==> src/als_defines.svh <==
// Constants for the low-speed and swing configuration block
`ifndef ALS_DEFINES_SVH
`define ALS_DEFINES_SVH

// ==========================================
// Register indices (printed offsets)
`define ALS_IDX_SRC 8'hef
`define ALS_IDX_SWING 8'hf1
`define ALS_IDX_CHA 8'hf2
`define ALS_IDX_CHB 8'hdb
`define ALS_IDX_FMT 8'hf8
`define ALS_IDX_STAT 8'hf9

// ==========================================
// Field positions and values
`define ALS_SRC_BIT 4
`define ALS_CHA_BIT 3
`define ALS_CHB_BIT 0
`define ALS_SWING_ON 2'h3
`define ALS_FMT_CMOS_BIT 0
`define ALS_FMT_TWOS_BIT 1
`define ALS_REG_RESET 8'h00

// ==========================================
// Timing and widths
`define ALS_LATENCY 16
`define ALS_CODE_W 11
`define ALS_ADDR_W 12

`endif

==> src/als_pkg.sv <==
// Types shared by the low-speed and swing configuration block
`default_nettype none

package als_pkg;
    // One converter code
    typedef logic [10:0] als_code_t;
    // Both channels taken on one clock edge
    typedef struct packed {
        als_code_t cha;
        als_code_t chb;
    } als_pair_s;
    // Effective mode controls driven to the converter core
    typedef struct packed {
        logic cha_slow;
        logic chb_slow;
        logic swing_en;
    } als_mode_s;
endpackage

`default_nettype wire

==> src/als_core.sv <==
// Converter configuration registers, mode select and sample output path
//
// Operation
// [RULE1] Source bit clear: pin level sets slow mode
// [RULE2] Source bit set: per-channel register bits rule
// [RULE3] Channel A register bit enables slow mode
// [RULE4] Host sets source bit before channel bits
// [RULE5] Swing control only on gate value 11
// [RULE6] Host writes zero to unused bits
// [RULE7] All configuration registers reset to 00h
// [RULE8] Both channels sampled on the same edge
// [RULE9] Code appears sixteen cycles after sampling
// [RULE10] Each channel result is eleven bits
// [RULE11] DDR LVDS or CMOS, offset or twos
// [RULE12] Channel B register bit, honoured via source
//
// Decided for this implementation: the AXI4-Lite register port.
`timescale 1ns/1ps
`default_nettype none
`include "als_defines.svh"

module als_core (
    input wire logic clk_sys,
    input wire logic rst_n,
    input wire logic [11:0] s_axi_awaddr,
    input wire logic [2:0] s_axi_awprot,
    input wire logic s_axi_awvalid,
    output logic s_axi_awready,
    input wire logic [31:0] s_axi_wdata,
    input wire logic [3:0] s_axi_wstrb,
    input wire logic s_axi_wvalid,
    output logic s_axi_wready,
    output logic [1:0] s_axi_bresp,
    output logic s_axi_bvalid,
    input wire logic s_axi_bready,
    input wire logic [11:0] s_axi_araddr,
    input wire logic [2:0] s_axi_arprot,
    input wire logic s_axi_arvalid,
    output logic s_axi_arready,
    output logic [31:0] s_axi_rdata,
    output logic [1:0] s_axi_rresp,
    output logic s_axi_rvalid,
    input wire logic s_axi_rready,
    input wire logic sclk_level,
    input wire als_pkg::als_pair_s adc_in,
    output als_pkg::als_mode_s mode_out,
    output als_pkg::als_pair_s cmos_out,
    output als_pkg::als_code_t lvds_rise,
    output als_pkg::als_code_t lvds_fall,
    output logic cmos_sel
);

    // ==========================================
    // Register storage
    // Reset word shared by every configuration register
    localparam logic [7:0] reg_rst_word = `ALS_REG_RESET;
    logic src_r;
    logic [1:0] swing_r;
    logic cha_r;
    logic chb_r;
    logic fmt_cmos_r;
    logic fmt_twos_r;

    // ==========================================
    // Bus slave state
    logic aw_held_r;
    logic w_held_r;
    logic [11:0] waddr_r;
    logic [31:0] wdata_r;
    logic wstrb0_r;
    logic bvalid_r;
    logic [1:0] bresp_r;
    logic rvalid_r;
    logic [1:0] rresp_r;
    logic [31:0] rdata_r;
    logic do_write;
    logic wr_hit;
    logic [31:0] rd_word;
    logic rd_hit;

    // ==========================================
    // Pin synchroniser and mode select
    logic [2:0] pin_sync_r;
    logic pin_level_r;
    logic eff_a;
    logic eff_b;
    logic swing_on;

    // ==========================================
    // Sample pipeline
    als_pkg::als_pair_s pipe_r [0:`ALS_LATENCY-1];
    als_pkg::als_pair_s fmt_pair;
    logic [4:0] fill_r;

    // Write channels are taken independently, one at a time
    assign s_axi_awready = !aw_held_r;
    assign s_axi_wready = !w_held_r;
    assign s_axi_bvalid = bvalid_r;
    assign s_axi_bresp = bresp_r;
    assign s_axi_arready = !rvalid_r;
    assign s_axi_rvalid = rvalid_r;
    assign s_axi_rresp = rresp_r;
    assign s_axi_rdata = rdata_r;
    assign do_write = aw_held_r && w_held_r && !bvalid_r;

    // Address and data capture, in either order
    always_ff @(posedge clk_sys or negedge rst_n) begin
        if (!rst_n) begin
            aw_held_r <= 1'b0;
            w_held_r <= 1'b0;
            waddr_r <= 12'h000;
            wdata_r <= 32'h00000000;
            wstrb0_r <= 1'b0;
        end else begin
            if (s_axi_awvalid && !aw_held_r) begin
                aw_held_r <= 1'b1;
                waddr_r <= s_axi_awaddr;
            end else if (do_write) begin
                aw_held_r <= 1'b0;
            end
            if (s_axi_wvalid && !w_held_r) begin
                w_held_r <= 1'b1;
                wdata_r <= s_axi_wdata;
                wstrb0_r <= s_axi_wstrb[0];
            end else if (do_write) begin
                w_held_r <= 1'b0;
            end
        end
    end

    // Write decode
    always_comb begin
        if (waddr_r[11:2] == {2'h0, `ALS_IDX_SRC}) begin
            wr_hit = 1'b1;
        end else if (waddr_r[11:2] == {2'h0, `ALS_IDX_SWING}) begin
            wr_hit = 1'b1;
        end else if (waddr_r[11:2] == {2'h0, `ALS_IDX_CHA}) begin
            wr_hit = 1'b1;
        end else if (waddr_r[11:2] == {2'h0, `ALS_IDX_CHB}) begin
            wr_hit = 1'b1;
        end else if (waddr_r[11:2] == {2'h0, `ALS_IDX_FMT}) begin
            wr_hit = 1'b1;
        end else begin
            wr_hit = 1'b0;
        end
    end

    // Write response, SLVERR for unmapped or read-only words
    always_ff @(posedge clk_sys or negedge rst_n) begin
        if (!rst_n) begin
            bvalid_r <= 1'b0;
            bresp_r <= 2'h0;
        end else if (do_write) begin
            bvalid_r <= 1'b1;
            bresp_r <= wr_hit ? 2'h0 : 2'h2;
        end else if (s_axi_bready) begin
            bvalid_r <= 1'b0;
        end
    end

    // Configuration register writes; unused bits are not stored
    always_ff @(posedge clk_sys or negedge rst_n) begin
        if (!rst_n) begin
            src_r <= reg_rst_word[`ALS_SRC_BIT]; // see [RULE7]
            swing_r <= reg_rst_word[1:0];
            cha_r <= reg_rst_word[`ALS_CHA_BIT];
            chb_r <= reg_rst_word[`ALS_CHB_BIT];
            fmt_cmos_r <= reg_rst_word[`ALS_FMT_CMOS_BIT];
            fmt_twos_r <= reg_rst_word[`ALS_FMT_TWOS_BIT];
        end else if (do_write && wstrb0_r) begin
            if (waddr_r[11:2] == {2'h0, `ALS_IDX_SRC}) begin
                src_r <= wdata_r[`ALS_SRC_BIT];
            end else if (waddr_r[11:2] == {2'h0, `ALS_IDX_SWING}) begin
                swing_r <= wdata_r[1:0];
            end else if (waddr_r[11:2] == {2'h0, `ALS_IDX_CHA}) begin
                cha_r <= wdata_r[`ALS_CHA_BIT]; // see [RULE3]
            end else if (waddr_r[11:2] == {2'h0, `ALS_IDX_CHB}) begin
                chb_r <= wdata_r[`ALS_CHB_BIT]; // see [RULE12]
            end else if (waddr_r[11:2] == {2'h0, `ALS_IDX_FMT}) begin
                fmt_cmos_r <= wdata_r[`ALS_FMT_CMOS_BIT];
                fmt_twos_r <= wdata_r[`ALS_FMT_TWOS_BIT];
            end
        end
    end

    // Read decode; unused bits read as zero
    always_comb begin
        rd_word = 32'h00000000;
        rd_hit = 1'b1;
        if (s_axi_araddr[11:2] == {2'h0, `ALS_IDX_SRC}) begin
            rd_word[`ALS_SRC_BIT] = src_r;
        end else if (s_axi_araddr[11:2] == {2'h0, `ALS_IDX_SWING}) begin
            rd_word[1:0] = swing_r;
        end else if (s_axi_araddr[11:2] == {2'h0, `ALS_IDX_CHA}) begin
            rd_word[`ALS_CHA_BIT] = cha_r;
        end else if (s_axi_araddr[11:2] == {2'h0, `ALS_IDX_CHB}) begin
            rd_word[`ALS_CHB_BIT] = chb_r;
        end else if (s_axi_araddr[11:2] == {2'h0, `ALS_IDX_FMT}) begin
            rd_word[`ALS_FMT_CMOS_BIT] = fmt_cmos_r;
            rd_word[`ALS_FMT_TWOS_BIT] = fmt_twos_r;
        end else if (s_axi_araddr[11:2] == {2'h0, `ALS_IDX_STAT}) begin
            rd_word[3:0] = {swing_on, pin_level_r, eff_b, eff_a};
        end else begin
            rd_hit = 1'b0;
        end
    end

    // Read channel, answer registered on the same edge that takes the address
    always_ff @(posedge clk_sys or negedge rst_n) begin
        if (!rst_n) begin
            rvalid_r <= 1'b0;
            rresp_r <= 2'h0;
            rdata_r <= 32'h00000000;
        end else if (s_axi_arvalid && !rvalid_r) begin
            rvalid_r <= 1'b1;
            rresp_r <= rd_hit ? 2'h0 : 2'h2;
            rdata_r <= rd_word;
        end else if (s_axi_rready) begin
            rvalid_r <= 1'b0;
        end
    end

    // Pin level through three flops; change counts when last two agree
    always_ff @(posedge clk_sys or negedge rst_n) begin
        if (!rst_n) begin
            pin_sync_r <= 3'h0;
            pin_level_r <= 1'b0;
        end else begin
            pin_sync_r <= {pin_sync_r[1:0], sclk_level};
            if (pin_sync_r[1] == pin_sync_r[2]) begin
                pin_level_r <= pin_sync_r[2];
            end
        end
    end

    // Mode source select; host orders source bit first (see [RULE4])
    assign eff_a = src_r ? cha_r : pin_level_r; // see [RULE1] see [RULE2]
    assign eff_b = src_r ? chb_r : pin_level_r; // see [RULE12]
    assign swing_on = (swing_r == `ALS_SWING_ON); // see [RULE5]

    // Mode outputs registered
    always_ff @(posedge clk_sys or negedge rst_n) begin
        if (!rst_n) begin
            mode_out <= '0;
        end else begin
            mode_out <= '{cha_slow: eff_a, chb_slow: eff_b, swing_en: swing_on};
        end
    end

    // Both channels enter the pipe on the same edge (see [RULE8])
    always_ff @(posedge clk_sys or negedge rst_n) begin
        if (!rst_n) begin
            pipe_r[0] <= '0;
        end else begin
            pipe_r[0] <= adc_in;
        end
    end

    // Delay stages, one per clock; with the output stage a code leaves 16 edges after capture
    genvar gi;
    generate
        for (gi = 1; gi < `ALS_LATENCY; gi = gi + 1) begin : g_stage
            always_ff @(posedge clk_sys or negedge rst_n) begin
                if (!rst_n) begin
                    pipe_r[gi] <= '0;
                end else begin
                    pipe_r[gi] <= pipe_r[gi-1]; // see [RULE9]
                end
            end
        end
    endgenerate

    // Offset binary or twos complement by inverting the MSB
    always_comb begin
        fmt_pair = pipe_r[`ALS_LATENCY-1];
        fmt_pair.cha[`ALS_CODE_W-1] = fmt_pair.cha[`ALS_CODE_W-1] ^ fmt_twos_r;
        fmt_pair.chb[`ALS_CODE_W-1] = fmt_pair.chb[`ALS_CODE_W-1] ^ fmt_twos_r;
    end

    // Output stage; the unselected interface holds zero
    always_ff @(posedge clk_sys or negedge rst_n) begin
        if (!rst_n) begin
            cmos_out <= '0;
            lvds_rise <= '0;
            lvds_fall <= '0;
            cmos_sel <= 1'b0;
        end else begin
            cmos_sel <= fmt_cmos_r; // see [RULE11]
            if (fmt_cmos_r) begin
                cmos_out <= fmt_pair; // see [RULE10]
                lvds_rise <= '0;
                lvds_fall <= '0;
            end else begin
                cmos_out <= '0;
                lvds_rise <= fmt_pair.cha;
                lvds_fall <= fmt_pair.chb;
            end
        end
    end

    // Counts edges after reset until pipe and output stage hold real samples
    always_ff @(posedge clk_sys or negedge rst_n) begin
        if (!rst_n) begin
            fill_r <= 5'h00;
        end else if (fill_r != 5'h11) begin
            fill_r <= fill_r + 5'h01;
        end
    end

    // ==========================================
    // Checks
    a_mode_pin_src: assert property (@(posedge clk_sys) disable iff (!rst_n) // see [RULE1]
        !src_r && $stable(src_r) |=> mode_out.cha_slow == $past(pin_level_r))
        else $error("Channel A slow mode not following pin");

    a_mode_reg_src: assert property (@(posedge clk_sys) disable iff (!rst_n) // see [RULE2]
        src_r |=> mode_out.chb_slow == $past(chb_r))
        else $error("Channel B slow mode not following register");

    a_cha_enable: assert property (@(posedge clk_sys) disable iff (!rst_n) // see [RULE3]
        src_r && cha_r |=> mode_out.cha_slow)
        else $error("Channel A slow enable ignored");

    a_swing_gate: assert property (@(posedge clk_sys) disable iff (!rst_n) // see [RULE5]
        swing_r != 2'h3 |=> !mode_out.swing_en)
        else $error("Swing enabled without gate value 11");

    a_reset_zero: assert property (@(posedge clk_sys) // see [RULE7]
        $rose(rst_n) |-> !src_r && swing_r == 2'h0 && !cha_r && !chb_r)
        else $error("Configuration not zero after reset");

    a_lat_cha: assert property (@(posedge clk_sys) disable iff (!rst_n) // see [RULE9]
        fill_r == 5'h11 && !fmt_twos_r && $stable(fmt_twos_r)
            && fmt_cmos_r && $past(fmt_cmos_r)
        |-> cmos_out.cha == $past(adc_in.cha, 17)) // Shown 16 edges on, seen one later
        else $error("Channel A code latency is not 16");

    a_same_edge: assert property (@(posedge clk_sys) disable iff (!rst_n) // see [RULE8]
        fill_r == 5'h11 |-> pipe_r[`ALS_LATENCY-1] == $past(adc_in, 16))
        else $error("Channels not taken on the same edge");

    a_lvds_idle: assert property (@(posedge clk_sys) disable iff (!rst_n) // see [RULE11]
        cmos_sel |-> lvds_rise == 11'h000 && lvds_fall == 11'h000)
        else $error("LVDS lanes driven in CMOS mode");

    a_pin_filter: assert property (@(posedge clk_sys) disable iff (!rst_n) // see [RULE1]
        $changed(pin_level_r) |-> $past(pin_sync_r[1]) == $past(pin_sync_r[2]))
        else $error("Pin level changed before two flops agreed");

    a_bresp_slot: assert property (@(posedge clk_sys) disable iff (!rst_n)
        do_write |=> s_axi_bvalid ##0 (s_axi_bvalid throughout !do_write [*1]))
        else $error("Write response missing after write");

endmodule

`default_nettype wire

==> config.mk <==
export PLATFORM = sky130hd
export DESIGN_NAME = als_core
export DESIGN_NICKNAME = d
export VERILOG_FILES = /design/src/als_pkg.sv /design/src/als_core.sv
export VERILOG_INCLUDE_DIRS = /design/src
export SDC_FILE = /design/constraint.sdc
export NUM_CORES = 1
export LEC_CHECK = 0
export CAP_MARGIN = 15
export CORE_UTILIZATION = 55
export DETAILED_ROUTE_END_ITERATION = 10
export DONT_BUFFER_PORTS = 1
export PLACE_DENSITY = 0.73
export RECOVER_POWER = 100
export SETUP_SLACK_MARGIN = 0.2
export SLEW_MARGIN = 40
export SYNTH_ARGS = -nofsm -noshare
export SYNTH_HDL_FRONTEND = slang
export SYNTH_SLANG_ARGS = --single-unit
==> constraint.sdc <==
create_clock -name clk_sys -period 1.51 [get_ports clk_sys]
set_input_delay 0.0755 -clock clk_sys [delete_from_list [all_inputs] [get_ports clk_sys]]
set_output_delay 0.0755 -clock clk_sys [all_outputs]
set_load 0.03 [all_outputs]
# Word level (Yosys, flattened, before mapping)
# Index checks and enable logic that the tools add are counted.
[totals] register_bits=442 in_bits=96 output_inout_bits=89 wordCells=137
[op_classes] n_eq_ne=13 mux=41 bitwise_logic=6 n_reduce_logical=19
[op_table] op="$eq 10x8->1 const B" n=11
[op_table] op="$mux 4" n=7
[op_table] op="$mux 1" n=23
[op_table] op="$mux 11" n=2
[op_table] op="$mux 22" n=1
[op_table] op="$mux 2" n=6
[op_table] op="$reduce_bool 2->1" n=4
[op_table] op="$logic_and 1x1->1" n=6
[op_table] op="$mux 3" n=2
[op_table] op="$reduce_and 6->1" n=1
[op_table] op="$reduce_and 5->1" n=1
[op_table] op="$logic_not 1->1" n=4
[op_table] op="$not 1->1" n=4
[op_table] op="$reduce_and 4->1" n=1
[op_table] op="$reduce_and 3->1" n=1
[op_table] op="$eq 2x2->1 const B" n=1
[op_table] op="$reduce_and 2->1" n=1
[op_table] op="$xor 1x1->1" n=2
[op_table] op="$eq 1x1->1" n=1

# Logic depth before layout (Yosys ltp)
[depth] depth_word=12 depth_mapped=5 depth_no_buf=4

# Worst setup path after synthesis
# No wires, ideal clock.
[synth_path] path_kind="register to register" from="register bvalid_r, in the netlist s_axi_bvalid" to="register swing_r[0]" setup_ns=0.125 t_arrival_ns=1.544 required_time_ns=1.385 slack_ns=-0.159 path_stages_with_launch=5 n_path_buf=0 period_less_slack_ns=1.669 cell_sequence="dfrtp_1 nand3b_1 nor2_1 and4b_1 mux2_2"
[synth_via] elab_chain_cells=4
[synth_rtl] element="start: declaration" line="als_core.sv:71" source="logic bvalid_r;"
[synth_rtl] element="start signal: assignment" line="als_core.sv:151" source="bvalid_r <= 1'b0;"
[synth_rtl] element="start signal: assignment" line="als_core.sv:154" source="bvalid_r <= 1'b1;"
[synth_rtl] element="start signal: assignment" line="als_core.sv:157" source="bvalid_r <= 1'b0;"
[synth_rtl] element="$logic_not 1->1" line="als_core.sv:104" source="assign do_write = aw_held_r && w_held_r && !bvalid_r;"
[synth_rtl] element="$logic_and 1x1->1" line="als_core.sv:104"
[synth_rtl] element="$logic_and 1x1->1" line="als_core.sv:170" source="end else if (do_write && wstrb0_r) begin"
[synth_rtl] element="$reduce_and 3->1 (no source line)"
[synth_rtl] element="end signal: assignment" line="als_core.sv:165" source="swing_r <= reg_rst_word[1:0];"
[synth_rtl] element="end signal: assignment" line="als_core.sv:174" source="swing_r <= wdata_r[1:0];"
[synth_rtl] element="end: declaration" line="als_core.sv:58" source="logic [1:0] swing_r;"
# Every way passes these cells.
# A chain may end at the register's enable or synchronous reset.

# Worst setup path after layout
[layout_path] from="register waddr_r[4]" to="register swing_r[1]"
[layout_via] elab_chain_cells=3 elab_cells_between_ends=4 cone_classes="eq/ne (2); bitwise (1); reduce/logical (1)"
[layout_rtl] element="start: declaration" line="als_core.sv:68" source="logic [11:0] waddr_r;"
[layout_rtl] element="start signal: assignment" line="als_core.sv:117" source="waddr_r <= s_axi_awaddr;"
[layout_rtl] element="$eq 10x8->1" line="als_core.sv:171" source="if (waddr_r[11:2] == {2'h0, `ALS_IDX_SRC}) begin"
[layout_rtl] element="$not 1->1 (no source line)"
[layout_rtl] element="$reduce_and 3->1 (no source line) (*)"
# Every way passes the cells marked *; elsewhere a longest branch is shown, timed or not.

==> flow_summary.yaml <==
floorplanning:
  die_area_sq_mm: 0.02290
  fp.dieW_um: 151.3
  core_sq_mm: 0.02182
  num_rows: 54
  start_util_pct: 56.21
  ios: 185
  die_h_um: 151.3
grt:
  grt_use_total_pct: 15.75
  antenna_found_initial: 0
  grt_pass1_wl_mm: 27.41
  grt_max_degree: 438
  grt_remaining_overflow: 0
  grt_pass1_vias: 5593
clock_tree:
  cts_buffers: 41
  clk_pin_slew_ns: 0.06
  cts_root_buffer: "clkbuf_16"
  ctsLongestPathBuffers: 3
  cts_tree: "yes"
  cts_hold_buf: 53
  htree_levels: 2
  clock-sinks: 437
  clkLatencyLatePin_ns: 0.53
synthesis:
  yosysSeqAreaShare_pct: 89.15
  avgSynthCellArea_sq_um: 19.41
  synth_cell_type_count: 43
  synth.most_common_cell: "dfrtp_1"
  syn_area_sq_mm: 0.01227
  synth_common_cells: "dfrtp_1, buf_4, nor2b_1, and2_1, mux2_2"
  syn_inst: 632
  synth_enable_flop_cells: 0
  synth_top_area_share_pct: 89.15
  yosys_warnings: 0
  ys_top_cells_by_area: "dfrtp_1, mux2_2, buf_4, nor2b_1, and2_1"
  synth-async-reset-ratio_pct: 100.0
  synth-main-ff-cell: "dfrtp_1"
  synth-seq-cells: 437
  synth_top_area_cell: "dfrtp_1"
setup_path:
  critical_path_class: "flip-flop to flip-flop"
  max_stage_delay_ns: 0.37
  cp-end-kind: "flip-flop"
  start_kind: "flip-flop"
  slowest_stage: "dfrtp_1"
  critPathRequiredTime_ns: 1.92
  crit_fanout: 2
  arrival_ns: 2.13
  cp_cell_sequence: "nand3b_1, nor4_2, buf_4, and4b_2, mux2_4"
power_and_ir_drop:
  total_power_uw: 25100
  vdd.ir_drop.worst_mv: 1.169
  powerDensity_mw_per_mm2: 1709
  p_leak_uw: 0.006696
sta:
  post-route-period-util_pct: 113.9
  finalCriticalPeriod_ns: 1.720
  clock_skew_ns: 0.02319
  final.setup.worst_slack_ns: -0.2101
  hold_ws_ns: -0.7449
  max_slew_margin_pct: 51.04
  rsz0062_at_grt: "true"
  setup_viol_count_final: 9
  max_freq_mhz: 581.4
  tightest_slew_ns: 0.7344
  finalHoldViolations: 437
  slew_violations: 0
cells_and_area:
  regArea_sq_mm: 0.01094
  drive_gt1_share_pct: 17.51
  fin_nets: 835
  multi_input_area_sq_mm: 0.001266
  postLayoutCoreUtil_pct: 67.30
  syn_to_final_growth_pct: 19.74
  fillCellCount: 1278
run_status:
  status: "finished with violations"
  violations: "hold timing, setup timing"
drt:
  final_antenna_net_count: 0
  post_drt_via_cell_ratio: 4.945
  drt_pass1_iterations: 4
  finalWirelength_mm: 17.77
  drc: 0
  drt_first_iter_violations: 283
  avgRoutedWirePerCell_um: 16.89
  num_vias: 5202
min_path:
  hp-class: "input port to async pin"
placement:
  place_congestion: 0.8764
  port_buffers: 0
  dp_hpwl_mm: 7.199
run:
  drv_cap: 0
==> where the power goes <==
part           total (uW)  switching [uW]  internal (uW)
logic                1450             777            673
clock network       10500            4110           6380
registers           13200             638          12500
==> cell usage in the layout (no fill, tap or decap), types with 3 or more instances in the layout <==
master,Yosys,layout
a21oi_1,5,3
and2_0,0,17
and2_1,22,5
buf_4,29,13
bufinv_16,0,3
clkbuf_1,6,9
clkbuf_16,0,43
clkbuf_8,0,13
clkinv_2,0,6
conb_1,1,29
dfrtp_1,437,434
dfrtp_2,0,3
dlygate4sd3_1,0,52
inv_1,4,3
mux2_2,22,19
mux2_4,0,3
nand2_1,16,16
nand3b_1,4,4
nor2_1,10,7
nor2b_1,26,26
nor3_1,4,3
o21ai_0,6,5
==> logic make-up after synthesis <==
group,after synthesis,synth area share (%)
AOI/OAI and AO/OA,23,1.295
xor gates and xnor gates,3,0.2142
adders and majority gates,1,0.08160
buffers and inverters,42,2.254
DFF,437,89.15
muxes,22,2.020
other,1,0.03057
and+or+nand+nor,103,4.957
==> through the flow <==
step / setup WS [ns] / hold WS (ns) / TNS (ns) / cell area (sq um) / instances
after floorplan: -0.06993 / -0.2201 / -0.1399 / 12390 / 660
after CTS: -0.1544 / -0.7638 / -0.4739 / 14630 / 1048
final: -0.2101 / -0.7449 / -0.9370 / 14690 / 1052
after global placement: -0.06309 / -0.2120 / -0.1261 / 12580 / 915
after detailed placement: -0.2322 / -0.2129 / -0.5019 / 12580 / 915
after global routing: -0.2086 / -0.7789 / -1.277 / 14690 / 1051
==> state kept, by name, summed over array words and instances (netlist names), 2 cells and up <==
| name | flops |
|---|---|
| lvds_rise | 11 |
| wdata_r | 4 |
| waddr_r | 10 |
| swing_r | 2 |
| pin_sync_r | 3 |
| cmos_out | 22 |
| pipe_r | 332 |
| fmt_pair | 20 |
| s_axi_rdata | 5 |
| mode_out | 3 |
| lvds_fall | 11 |
==> path summary, 6_finish.rpt <==
| kind | from | endpoint | slack [ns] | cells after the start |
|---|---|---|---|---|
| max | waddr_r[4]$_DFFE_PN0P_ | swing_r[1]$_DFFE_PN0P_ | -0.21 | 5 |
| max in group asynchronous | rst_n | pipe_r[275]$_DFF_PN0_ | 1.84 | 0 |
| min | rst_n | pipe_r[41]$_DFF_PN0_ | -0.74 | 0 |
| max reg2reg | waddr_r[4]$_DFFE_PN0P_ | swing_r[1]$_DFFE_PN0P_ | -0.21 | 5 |
| min in group clk_sys | s_axi_araddr[7] | s_axi_rresp[1]$_DFFE_PN0P_ | 0.06 | 3 |
| min reg2reg | pipe_r[182]$_DFF_PN0_ | pipe_r[160]$_DFF_PN0_ | 0.33 | 0 |
==> area by class of cell <==
cell class              count  share of cell area (%)
well taps                 280                   2.385
clock buffers              61                   8.672
multi-input cells         181                   8.621
inverters                   4                  0.1193
repair buffers             74                   4.592
diodes                      1                 0.01704
clock inverters            14                   1.116
flip-flops and latches    437                   74.48
==> worst max-delay path: cells and delay by family, from the launching register on <==
family                 cells  cell delay, ns
flip-flops                 1            0.37
multiplexers               1            0.31
AND/OR/NAND/NOR            3            0.74
buffers and inverters      1            0.18
==> what timing repair did <==
item,in CTS,in global routing
gates resized for setup,12,20
setup buffers,5,3
hold endpoints to repair,485,437
endpoints found under the setup margin,15,17
pin swaps,4,5
==> layer usage <==
metal	part of all wire (%)	wire length, um	global-route usage [%]
met1	37	6628	19.03
met2	53	9363	26.46
met3	6.3	1126	4.036
met4	3.7	651	7.700
met5	0	0	0
No activity file was read; power rests on OpenSTA's default activity.
